$ cat src/design/mmd_pkg.sv
/*
 * Constants for the memory map address decoder: address ranges, target codes
 * and register word addresses.
 * Assumes a 16-bit program and data address space issued by the processor core.
 */
package mmd_pkg;

    typedef enum logic [3:0] {
        MMD_TGT_NONE     = 4'h0,
        MMD_TGT_FLASH    = 4'h1,
        MMD_TGT_EXT_PROG = 4'h2,
        MMD_TGT_RAM0     = 4'h3,
        MMD_TGT_RAM1     = 4'h4,
        MMD_TGT_RAM2     = 4'h5,
        MMD_TGT_FRAME1   = 4'h6,
        MMD_TGT_FRAME2   = 4'h7,
        MMD_TGT_EXT_DATA = 4'h8,
        MMD_TGT_EXT_IO   = 4'h9,
        MMD_TGT_CORE_REG = 4'hA
    } mmd_target_t;

    localparam int          MMD_NUM_TGT    = 11;

    // Program space.
    localparam logic [15:0] MMD_P_FLASH_HI = 16'h1FFF;
    localparam logic [15:0] MMD_P_B0_ALIAS = 16'hFE00;
    localparam logic [15:0] MMD_P_B0_HOME  = 16'hFF00;
    localparam logic [15:0] MMD_P_B0_END   = 16'hFFFF;

    // Data space.
    localparam logic [15:0] MMD_D_RSVD_LO  = 16'h0000;
    localparam logic [15:0] MMD_D_RSVD_HI  = 16'h0003;
    localparam logic [15:0] MMD_D_IMR_ADR  = 16'h0004;
    localparam logic [15:0] MMD_D_GMA_ADR  = 16'h0005;
    localparam logic [15:0] MMD_D_IFR_ADR  = 16'h0006;
    localparam logic [15:0] MMD_D_MMR_HI   = 16'h005F;
    localparam logic [15:0] MMD_D_B2_LO    = 16'h0060;
    localparam logic [15:0] MMD_D_B2_HI    = 16'h007F;
    localparam logic [15:0] MMD_D_B0A_LO   = 16'h0100;
    localparam logic [15:0] MMD_D_B0A_HI   = 16'h01FF;
    localparam logic [15:0] MMD_D_B0_LO    = 16'h0200;
    localparam logic [15:0] MMD_D_B0_HI    = 16'h02FF;
    localparam logic [15:0] MMD_D_B1_LO    = 16'h0300;
    localparam logic [15:0] MMD_D_B1A_HI   = 16'h04FF;
    localparam logic [15:0] MMD_D_F1_LO    = 16'h7000;
    localparam logic [15:0] MMD_D_F1_HI    = 16'h73FF;
    localparam logic [15:0] MMD_D_F2_LO    = 16'h7400;
    localparam logic [15:0] MMD_D_F2_HI    = 16'h743F;
    localparam logic [15:0] MMD_D_EXT_LO   = 16'h8000;

    // Sub-ranges inside the peripheral frames.
    localparam logic [15:0] MMD_F1_SYS_LO  = 16'h7010;
    localparam logic [15:0] MMD_F1_WD_LO   = 16'h7020;
    localparam logic [15:0] MMD_F1_WD_HI   = 16'h702F;
    localparam logic [15:0] MMD_F1_SCI_HI  = 16'h705F;
    localparam logic [15:0] MMD_F1_XI_LO   = 16'h7070;
    localparam logic [15:0] MMD_F1_XI_HI   = 16'h707F;
    localparam logic [15:0] MMD_F1_IO_LO   = 16'h7090;
    localparam logic [15:0] MMD_F1_IO_HI   = 16'h709F;
    localparam logic [15:0] MMD_F1_CANC_LO = 16'h7100;
    localparam logic [15:0] MMD_F1_CANC_HI = 16'h710E;
    localparam logic [15:0] MMD_F1_CANM_LO = 16'h7200;
    localparam logic [15:0] MMD_F1_CANM_HI = 16'h722F;
    localparam logic [15:0] MMD_F2_TMR_HI  = 16'h7408;
    localparam logic [15:0] MMD_F2_CMP_LO  = 16'h7411;
    localparam logic [15:0] MMD_F2_CMP_HI  = 16'h7419;
    localparam logic [15:0] MMD_F2_CAP_LO  = 16'h7420;
    localparam logic [15:0] MMD_F2_CAP_HI  = 16'h7429;
    localparam logic [15:0] MMD_F2_INT_LO  = 16'h742C;
    localparam logic [15:0] MMD_F2_INT_HI  = 16'h7431;

    // Core register reset values.
    localparam logic [15:0] MMD_IMR_RST    = 16'h0000;
    localparam logic [15:0] MMD_GMA_RST    = 16'h0000;
    localparam logic [15:0] MMD_IFR_RST    = 16'h0000;

endpackage : mmd_pkg

$ cat src/design/mmd_core_regs.sv
/*
 * Core register trio at data words 0004..0006: interrupt mask, global memory
 * allocation and interrupt flags.
 * Assumes the decoder qualifies i_sel; flags are set by hardware, cleared by
 * writing one, and a set in the same cycle as a clear wins.
 */
`timescale 1ns/1ps
`default_nettype none
module mmd_core_regs (
    input  wire logic        i_clk,
    input  wire logic        i_nrst,
    input  wire logic        i_sel,
    input  wire logic        i_wr,
    input  wire logic [15:0] i_addr,
    input  wire logic [15:0] i_wdata,
    input  wire logic [15:0] i_flag_set,
    output logic      [15:0] o_rdata,
    output logic      [15:0] o_interrupt_mask,
    output logic      [15:0] o_global_memory_allocation,
    output logic      [15:0] o_interrupt_flags
);
    logic [15:0] imr_reg;
    logic [15:0] gma_reg;
    logic [15:0] ifr_reg;
    logic [15:0] ifr_next;
    logic [15:0] rdata_reg;
    logic        hit_imr;
    logic        hit_gma;
    logic        hit_ifr;

    assign hit_imr  = i_sel && (i_addr == mmd_pkg::MMD_D_IMR_ADR);
    assign hit_gma  = i_sel && (i_addr == mmd_pkg::MMD_D_GMA_ADR);
    assign hit_ifr  = i_sel && (i_addr == mmd_pkg::MMD_D_IFR_ADR);
    // Write-one clears, but a new event in the same cycle is kept.
    assign ifr_next = (ifr_reg & ~((hit_ifr && i_wr) ? i_wdata : 16'h0000)) | i_flag_set;

    // Register storage and registered read data.
    always_ff @(posedge i_clk or negedge i_nrst) begin
        if (!i_nrst) begin
            imr_reg   <= mmd_pkg::MMD_IMR_RST;
            gma_reg   <= mmd_pkg::MMD_GMA_RST;
            ifr_reg   <= mmd_pkg::MMD_IFR_RST;
            rdata_reg <= 16'h0000;
        end else begin
            if (hit_imr && i_wr) imr_reg <= i_wdata;
            if (hit_gma && i_wr) gma_reg <= i_wdata;
            ifr_reg   <= ifr_next;
            rdata_reg <= hit_imr ? imr_reg : hit_gma ? gma_reg : hit_ifr ? ifr_reg : 16'h0000;
        end
    end

    assign o_rdata                    = rdata_reg;
    assign o_interrupt_mask           = imr_reg;
    assign o_global_memory_allocation = gma_reg;
    assign o_interrupt_flags          = ifr_reg;
endmodule : mmd_core_regs
`default_nettype wire

$ cat src/design/mmd_decoder.sv
/*
 * Memory map address decoder: classifies each program or data access of the
 * core into one target select, a reserved flag or an illegal flag, and
 * raises a non-maskable interrupt request on illegal accesses.
 * Assumes the core presents one access per cycle with i_req high; the mode pin
 * is sampled here, while the placement bit is used as it arrives, unsampled.
 */
`timescale 1ns/1ps
`default_nettype none
module mmd_decoder #(
    parameter bit P_FULL_VARIANT = 1'b1
) (
    input  wire logic        i_clk,
    input  wire logic        i_nrst,
    input  wire logic        i_req,
    input  wire logic        i_prog_space,
    input  wire logic        i_io_space,
    input  wire logic        i_wr,
    input  wire logic [15:0] i_addr,
    input  wire logic [15:0] i_wdata,
    input  wire logic        i_block_zero_placement_bit,
    input  wire logic        i_microcomputer_mode_pin,
    input  wire logic [15:0] i_flag_set,
    output logic      [10:0] o_target_sel,
    output logic      [15:0] o_target_addr,
    output logic      [3:0]  o_frame_unit,
    output logic             o_reserved,
    output logic             o_illegal,
    output logic             o_nmi_req,
    output logic      [15:0] o_core_rdata,
    output logic      [15:0] o_interrupt_mask,
    output logic      [15:0] o_global_memory_allocation,
    output logic      [15:0] o_interrupt_flags
);
    typedef mmd_pkg::mmd_target_t mmd_tgt_t;

    // Mode pin from outside: three stages, change taken when stages two and three agree.
    logic [2:0]  mode_sync_reg;
    logic        mode_reg;
    logic        mode_next;

    logic        in;
    logic        a_flash;
    logic        p_b0_alias;
    logic        p_b0_home;
    logic        d_rsvd_low;
    logic        d_core;
    logic        d_mmr_other;
    logic        d_b2;
    logic        d_b0_alias;
    logic        d_b0_home;
    logic        d_b1;
    logic        d_b1_alias;
    logic        d_f1;
    logic        d_f2;
    logic        d_ext;
    logic        f1_hole;
    logic        f2_hole;
    mmd_tgt_t    tgt;
    logic        rsvd;
    logic        illg;
    logic [15:0] taddr;
    logic [3:0]  unit;

    logic [10:0] sel_reg;
    logic [15:0] taddr_reg;
    logic [3:0]  unit_reg;
    logic        rsvd_reg;
    logic        illg_reg;
    logic        nmi_reg;

    assign mode_next = (mode_sync_reg[1] == mode_sync_reg[2]) ? mode_sync_reg[2] : mode_reg;

    // Mode pin synchroniser.
    always_ff @(posedge i_clk or negedge i_nrst) begin
        if (!i_nrst) begin
            mode_sync_reg <= 3'h0;
            mode_reg      <= 1'b0;
        end else begin
            mode_sync_reg <= {mode_sync_reg[1:0], i_microcomputer_mode_pin};
            mode_reg      <= mode_next;
        end
    end

    // Program space ranges.
    assign a_flash    = i_addr <= mmd_pkg::MMD_P_FLASH_HI;
    assign p_b0_alias = i_addr >= mmd_pkg::MMD_P_B0_ALIAS && i_addr < mmd_pkg::MMD_P_B0_HOME;
    assign p_b0_home  = i_addr >= mmd_pkg::MMD_P_B0_HOME;

    // Data space ranges.
    assign d_rsvd_low  = i_addr <= mmd_pkg::MMD_D_RSVD_HI;
    assign d_core      = i_addr >= mmd_pkg::MMD_D_IMR_ADR && i_addr <= mmd_pkg::MMD_D_IFR_ADR;
    assign d_mmr_other = i_addr > mmd_pkg::MMD_D_IFR_ADR && i_addr <= mmd_pkg::MMD_D_MMR_HI;
    assign d_b2        = i_addr >= mmd_pkg::MMD_D_B2_LO && i_addr <= mmd_pkg::MMD_D_B2_HI;
    assign d_b0_alias  = i_addr >= mmd_pkg::MMD_D_B0A_LO && i_addr <= mmd_pkg::MMD_D_B0A_HI;
    assign d_b0_home   = i_addr >= mmd_pkg::MMD_D_B0_LO && i_addr <= mmd_pkg::MMD_D_B0_HI;
    assign d_b1        = i_addr >= mmd_pkg::MMD_D_B1_LO && i_addr < mmd_pkg::MMD_D_B1_LO + 16'h0100;
    assign d_b1_alias  = i_addr >= mmd_pkg::MMD_D_B1_LO + 16'h0100
                         && i_addr <= mmd_pkg::MMD_D_B1A_HI;
    assign d_f1        = i_addr >= mmd_pkg::MMD_D_F1_LO && i_addr <= mmd_pkg::MMD_D_F1_HI;
    assign d_f2        = i_addr >= mmd_pkg::MMD_D_F2_LO && i_addr <= mmd_pkg::MMD_D_F2_HI;
    assign d_ext       = i_addr >= mmd_pkg::MMD_D_EXT_LO;

    // Frame sub-decode: unit code inside each frame, and holes that are illegal.
    always_comb begin
        unit    = 4'h0;
        f1_hole = 1'b1;
        f2_hole = 1'b1;
        if (i_addr >= mmd_pkg::MMD_F1_SYS_LO && i_addr < mmd_pkg::MMD_F1_WD_LO) begin
            unit = 4'h1;
            f1_hole = 1'b0;
        end else if (i_addr >= mmd_pkg::MMD_F1_WD_LO && i_addr <= mmd_pkg::MMD_F1_WD_HI) begin
            unit = 4'h2;
            f1_hole = 1'b0;
        end else if (i_addr > mmd_pkg::MMD_F1_WD_HI && i_addr <= mmd_pkg::MMD_F1_SCI_HI) begin
            unit = {1'b0, i_addr[6:4]};  // Converter 3, serial peripheral 4, serial comms 5.
            f1_hole = 1'b0;
        end else if (i_addr >= mmd_pkg::MMD_F1_XI_LO && i_addr <= mmd_pkg::MMD_F1_XI_HI) begin
            unit = 4'h6;
            f1_hole = 1'b0;
        end else if (i_addr >= mmd_pkg::MMD_F1_IO_LO && i_addr <= mmd_pkg::MMD_F1_IO_HI) begin
            unit = 4'h7;
            f1_hole = 1'b0;
        end else if (i_addr >= mmd_pkg::MMD_F1_CANC_LO && i_addr <= mmd_pkg::MMD_F1_CANC_HI) begin
            unit = 4'h8;
            f1_hole = 1'b0;
        end else if (i_addr >= mmd_pkg::MMD_F1_CANM_LO && i_addr <= mmd_pkg::MMD_F1_CANM_HI) begin
            unit = 4'h9;
            f1_hole = 1'b0;
        end else if (i_addr >= mmd_pkg::MMD_D_F2_LO && i_addr <= mmd_pkg::MMD_F2_TMR_HI) begin
            unit = 4'hA;
            f2_hole = 1'b0;
        end else if (i_addr >= mmd_pkg::MMD_F2_CMP_LO && i_addr <= mmd_pkg::MMD_F2_CMP_HI) begin
            unit = 4'hB;
            f2_hole = 1'b0;
        end else if (i_addr >= mmd_pkg::MMD_F2_CAP_LO && i_addr <= mmd_pkg::MMD_F2_CAP_HI) begin
            unit = 4'hC;
            f2_hole = 1'b0;
        end else if (i_addr >= mmd_pkg::MMD_F2_INT_LO && i_addr <= mmd_pkg::MMD_F2_INT_HI) begin
            unit = 4'hD;
            f2_hole = 1'b0;
        end
    end

    // Target classification. Priority order mirrors the map; exactly one outcome.
    always_comb begin
        tgt   = mmd_pkg::MMD_TGT_NONE;
        rsvd  = 1'b0;
        illg  = 1'b0;
        taddr = i_addr;
        if (i_io_space) begin
            if (P_FULL_VARIANT) tgt = mmd_pkg::MMD_TGT_EXT_IO;
            else illg = 1'b1;
        end else if (i_prog_space) begin
            if (a_flash) begin
                if (!mode_reg) tgt = mmd_pkg::MMD_TGT_FLASH;
                else if (P_FULL_VARIANT) tgt = mmd_pkg::MMD_TGT_EXT_PROG;
                else illg = 1'b1;
            end else if (i_block_zero_placement_bit && (p_b0_alias || p_b0_home)) begin
                tgt   = mmd_pkg::MMD_TGT_RAM0;
                taddr = {8'h00, i_addr[7:0]};
            end else if (P_FULL_VARIANT) begin
                tgt = mmd_pkg::MMD_TGT_EXT_PROG;
            end else begin
                illg = 1'b1;
            end
        end else if (d_rsvd_low || d_mmr_other) begin
            rsvd = 1'b1;
        end else if (d_core) begin
            tgt = mmd_pkg::MMD_TGT_CORE_REG;
        end else if (d_b2) begin
            tgt   = mmd_pkg::MMD_TGT_RAM2;
            taddr = {11'h000, i_addr[4:0]};
        end else if (d_b0_alias || d_b0_home) begin
            if (!i_block_zero_placement_bit) begin
                tgt   = mmd_pkg::MMD_TGT_RAM0;
                taddr = {8'h00, i_addr[7:0]};
            end else begin
                rsvd = 1'b1;
            end
        end else if (d_b1 || d_b1_alias) begin
            tgt   = mmd_pkg::MMD_TGT_RAM1;
            taddr = {8'h00, i_addr[7:0]};
        end else if (d_f1) begin
            if (f1_hole) illg = 1'b1;
            else tgt = mmd_pkg::MMD_TGT_FRAME1;
        end else if (d_f2) begin
            if (f2_hole) illg = 1'b1;
            else tgt = mmd_pkg::MMD_TGT_FRAME2;
        end else if (d_ext) begin
            if (P_FULL_VARIANT) tgt = mmd_pkg::MMD_TGT_EXT_DATA;
            else illg = 1'b1;
        end else begin
            illg = 1'b1;
        end
    end

    assign in = i_req;

    always_ff @(posedge i_clk or negedge i_nrst) begin
        if (!i_nrst) begin
            sel_reg   <= 11'h000;
            taddr_reg <= 16'h0000;
            unit_reg  <= 4'h0;
            rsvd_reg  <= 1'b0;
            illg_reg  <= 1'b0;
            nmi_reg   <= 1'b0;
        end else begin
            sel_reg   <= (in && tgt != mmd_pkg::MMD_TGT_NONE) ? 11'(11'h001 << tgt) : 11'h000;
            taddr_reg <= taddr;
            unit_reg  <= (in && (d_f1 || d_f2) && !i_prog_space && !i_io_space) ? unit : 4'h0;
            rsvd_reg  <= in && rsvd;
            illg_reg  <= in && illg;
            nmi_reg   <= in && illg;
        end
    end

    // Core register trio lives inside the decoder.
    mmd_core_regs u_core_regs (
        .i_clk                      (i_clk),
        .i_nrst                     (i_nrst),
        .i_sel                      (in && tgt == mmd_pkg::MMD_TGT_CORE_REG),
        .i_wr                       (i_wr),
        .i_addr                     (i_addr),
        .i_wdata                    (i_wdata),
        .i_flag_set                 (i_flag_set),
        .o_rdata                    (o_core_rdata),
        .o_interrupt_mask           (o_interrupt_mask),
        .o_global_memory_allocation (o_global_memory_allocation),
        .o_interrupt_flags          (o_interrupt_flags)
    );

    assign o_target_sel  = sel_reg;
    assign o_target_addr = taddr_reg;
    assign o_frame_unit  = unit_reg;
    assign o_reserved    = rsvd_reg;
    assign o_illegal     = illg_reg;
    assign o_nmi_req     = nmi_reg;
endmodule : mmd_decoder
`default_nettype wire

$ cat config.mk
export PLATFORM = sky130hd
export DESIGN_NAME = mmd_decoder
export DESIGN_NICKNAME = d
export VERILOG_FILES = /design/src/design/mmd_pkg.sv /design/src/design/mmd_core_regs.sv /design/src/design/mmd_decoder.sv
export SDC_FILE = /design/constraint.sdc
export NUM_CORES = 1
export LEC_CHECK = 0
export BUFFER_PORTS_ARGS = -buffer_cell sky130_fd_sc_hd__buf_4
export CAP_MARGIN = 20
export CORE_MARGIN = 2
export CORE_UTILIZATION = 50
export DETAILED_ROUTE_END_ITERATION = 8
export PLACE_DENSITY = 0.89
export SLEW_MARGIN = 20
export SYNTH_ARGS = -nofsm -noshare
export SYNTH_HDL_FRONTEND = slang
export SYNTH_HIERARCHICAL = 1
export SYNTH_SLANG_ARGS = --single-unit
$ cat constraint.sdc
create_clock -name i_clk -period 4.3 [get_ports i_clk]
set_input_delay 0.215 -clock i_clk [delete_from_list [all_inputs] [get_ports i_clk]]
set_output_delay 0.215 -clock i_clk [all_outputs]
set_load 0.02 [all_outputs]
==> out/results.tsv <==
stage	metric	value	unit
timing	setup_viol	0	
drt	wl_per_cell	18.30	um
place	dp_hpwl	8961	um
cts	cts_sinks	101	
global_routing	grt_first_pass_wirelength	19330	um
critical_path	worstSetupEndpointType	flip-flop	
global_routing	grt_max_degree	66	
run	cap_violations	0	
yosys	synth_area_leaders	dfrtp_1 54%, mux2_2 5.3%, nor2_1 3.7%, mux2i_1 3.6%, mux2_4 3.2%	
yosys	synth-edff-count	0	
timing	fin_setup_tns	0	ns
critical_path	worstSetupPathType	in2reg	
critical_path	crit_chain	buf_4, or4_4, nor3b_2, a2111oi_1, or4b_1, a31o_4, nor3_1, nor4bb_1, and4_1, and3b_1, buf_4, mux2_2	
power_and_ir_drop	ir_worst_vdd	184.1	uV
drt	wl	12460	um
finish	fin_cells	681	
yosys	synth_flop_cell	dfrtp_1	
global_routing	grt_usage	24.41	%
cts	clockRootBuffer	clkbuf_8	
place	port_buffers	153	
critical_path	cp.arrival	3.61	ns
timing	hold_slack	0.02107	ns
drt	vias_per_cell	5.777	
yosys	ys_warn_count	6	
critical_path	critPathMaxStageDelay	0.58	ns
yosys	ys_seq_elements	101	
drt	drt_first_pass_iters	5	
finish	antennaDiodeCount	0	
timing	maxSlewViolCount	0	
finish	syn2layout_area_growth	30.17	%
timing	max_slew_margin	47.94	%
die	io_pins	154	
timing	post-route-period-util	78.45	%
die	rows	35	
timing	tightest_slew	0.7810	ns
power_and_ir_drop	power.leakage	0.002864	uW
min_path	hp-class	in2reg	
run_status	outcome	complete, no violations	
drt	dr.first_iter.drc_count	154	
yosys	post-synth-top-count-cell	dfrtp_1	
yosys	yosysTopAreaCellShare	53.92	%
power_and_ir_drop	power_density	283.1	nW/um^2
die	die_x	100.8	um
place	dpl_worst_slack	0.5639	ns
critical_path	crit_buf_inv	2	
yosys	synth_cells	416	
yosys	yosys.area.top_type	dfrtp_1	
yosys	yosysSeqAreaShare	53.92	%
finish	final_net_count	621	
critical_path	crit_path_start_kind	primary input	
cts	cts_tree	built	
place	gp_routability_congestion	0.9483	
critical_path	cp_max_fo	16	
yosys	syn_avg_cell_area	11.27	sq um
cts	path_clk_slew	0.11	ns
die	dieHeight	100.8	um
drt	drc_errors	0	
die	start_util	51.21	%
cts	postCtsSetupBuffers	0	
yosys	async_flop_share	100.0	%
die	coreArea	9153	sq um
cts	cts_hold_buf	2	
finish	drive_gt1_share	39.65	%
timing	clock_skew	0.01350	ns
yosys	postSynthNetCount	472	
global_routing	grt_pass1_vias	3845	
timing	min_period	3.373	ns
place	place_area	5901	sq um
global_routing	grt_remaining_overflow	0	
global_routing	antenna_found_initial	0	
timing	rsz0062_at_grt	no	
drt	antenna_left	0	
timing	worst_slack	0.9267	ns
cts	clock_latency	0.36	ns
cts	cts_made_buffers	9	
yosys	ys_top_cells_by_count	101 x dfrtp_1, 46 x nor2_1, 25 x nand3_1	
yosys	synth_cell_types	57	
critical_path	worst_path_dominant_cell_family	simple AND/OR/NAND/NOR gates	
cts	cts_buffer_depth	2	
timing	hold_viol	0	
yosys	syn_area	4687	sq um
timing	fmax	0.2964	GHz
cts	cts_resized	0	
critical_path	worst-endpoint-required	4.54	ns
critical_path	slowest_stage	or4b_1	
drt	vias	3934	
finish	final_area	6101	sq um
cts	htree_levels	3	
die	die_area	10160	sq um
place	dp.cells	663	
critical_path	cp_common_cell	buf_4	
layout by cell type, fill, tap and decap left out, types with 9 or more instances in the layout:
cell type    n
a21o_1      17
a21oi_1     23
buf_4      162
clkbuf_8     9
dfrtp_1    101
mux2_2      22
mux2_4      10
mux2i_1     17
nand2_1     18
nand3_1     25
nor2_1      46
nor2b_1     11
nor3_1       9
o21ai_0     12
power by group:
group	internal (uW)	leakage [uW]	switching (uW)
combinational	76.2	0.00150	117
sequential	962	0.00128	4.27
clock	222	0.0000858	347
total	1260	0.00286	468
layer usage:
layer | routed length, um | global-route usage (%) | vias to the layer above
met1 | 4957 | 30.53 | 1920
li1 | - | - | 1791
met3 | 942 | 3.745 | 26
met5 | 0 | 0 | -
met4 | 232 | 8.535 | 0
met2 | 6330 | 42.97 | 197
logic make-up (layout without fill, tap and decap cells):
group | count (synthesis) | count (layout) | synth area share (%)
xor+xnor | 2 | 2 | 0.3738
compound gates | 78 | 78 | 11.29
buf+inv | 29 | 183 | 3.310
simple gates | 155 | 155 | 18.69
mux | 49 | 49 | 12.12
flops | 101 | 101 | 53.92
fa+ha+maj | 1 | 1 | 0.2136
other cells | 1 | 1 | 0.08001
layout make-up:
class | instances | area [sq um]
Tap cell | 111 | 138.9
Inverter | 3 | 11.26
Clock inverter | 6 | 52.55
Timing Repair Buffer | 164 | 1236
Fill cell | 675 | 3052
Clock buffer | 10 | 127.6
Multi-Input combinational cell | 286 | 2007
Sequential cell | 101 | 2527
through the flow:
| stage | total power, uW | utilization, % |
|---|---|---|
| finish | 1727 | 66.66 |
| global route | 1800 | 66.66 |
| CTS | 1748 | 66.66 |
| detailed placement | 1175 | 64.47 |
| global placement | 1172 | 64.47 |
| floorplan | 1065 | - |
worst paths after layout:
check | end | slack [ns] | cells after the start | startpoint
worst max-delay path | u_core_regs/o_global_memory_allocation[5] | 0.93 | 12 | i_addr[15]
worst min-delay path | u_core_regs/o_interrupt_flags[8] | 0.02 | 2 | i_flag_set[8]
worst max register to register | u_core_regs/o_global_memory_allocation[5] | 1.35 | 11 | mode_reg
worst min register to register | mode_sync_reg[1] | 0.38 | 0 | mode_sync_reg[0]
max in group asynchronous | u_core_regs/o_global_memory_allocation[7] | 2.80 | 3 | i_nrst
min in group asynchronous | o_target_sel[0] | 0.34 | 2 | i_nrst
Power figures use the tool's default switching activity.
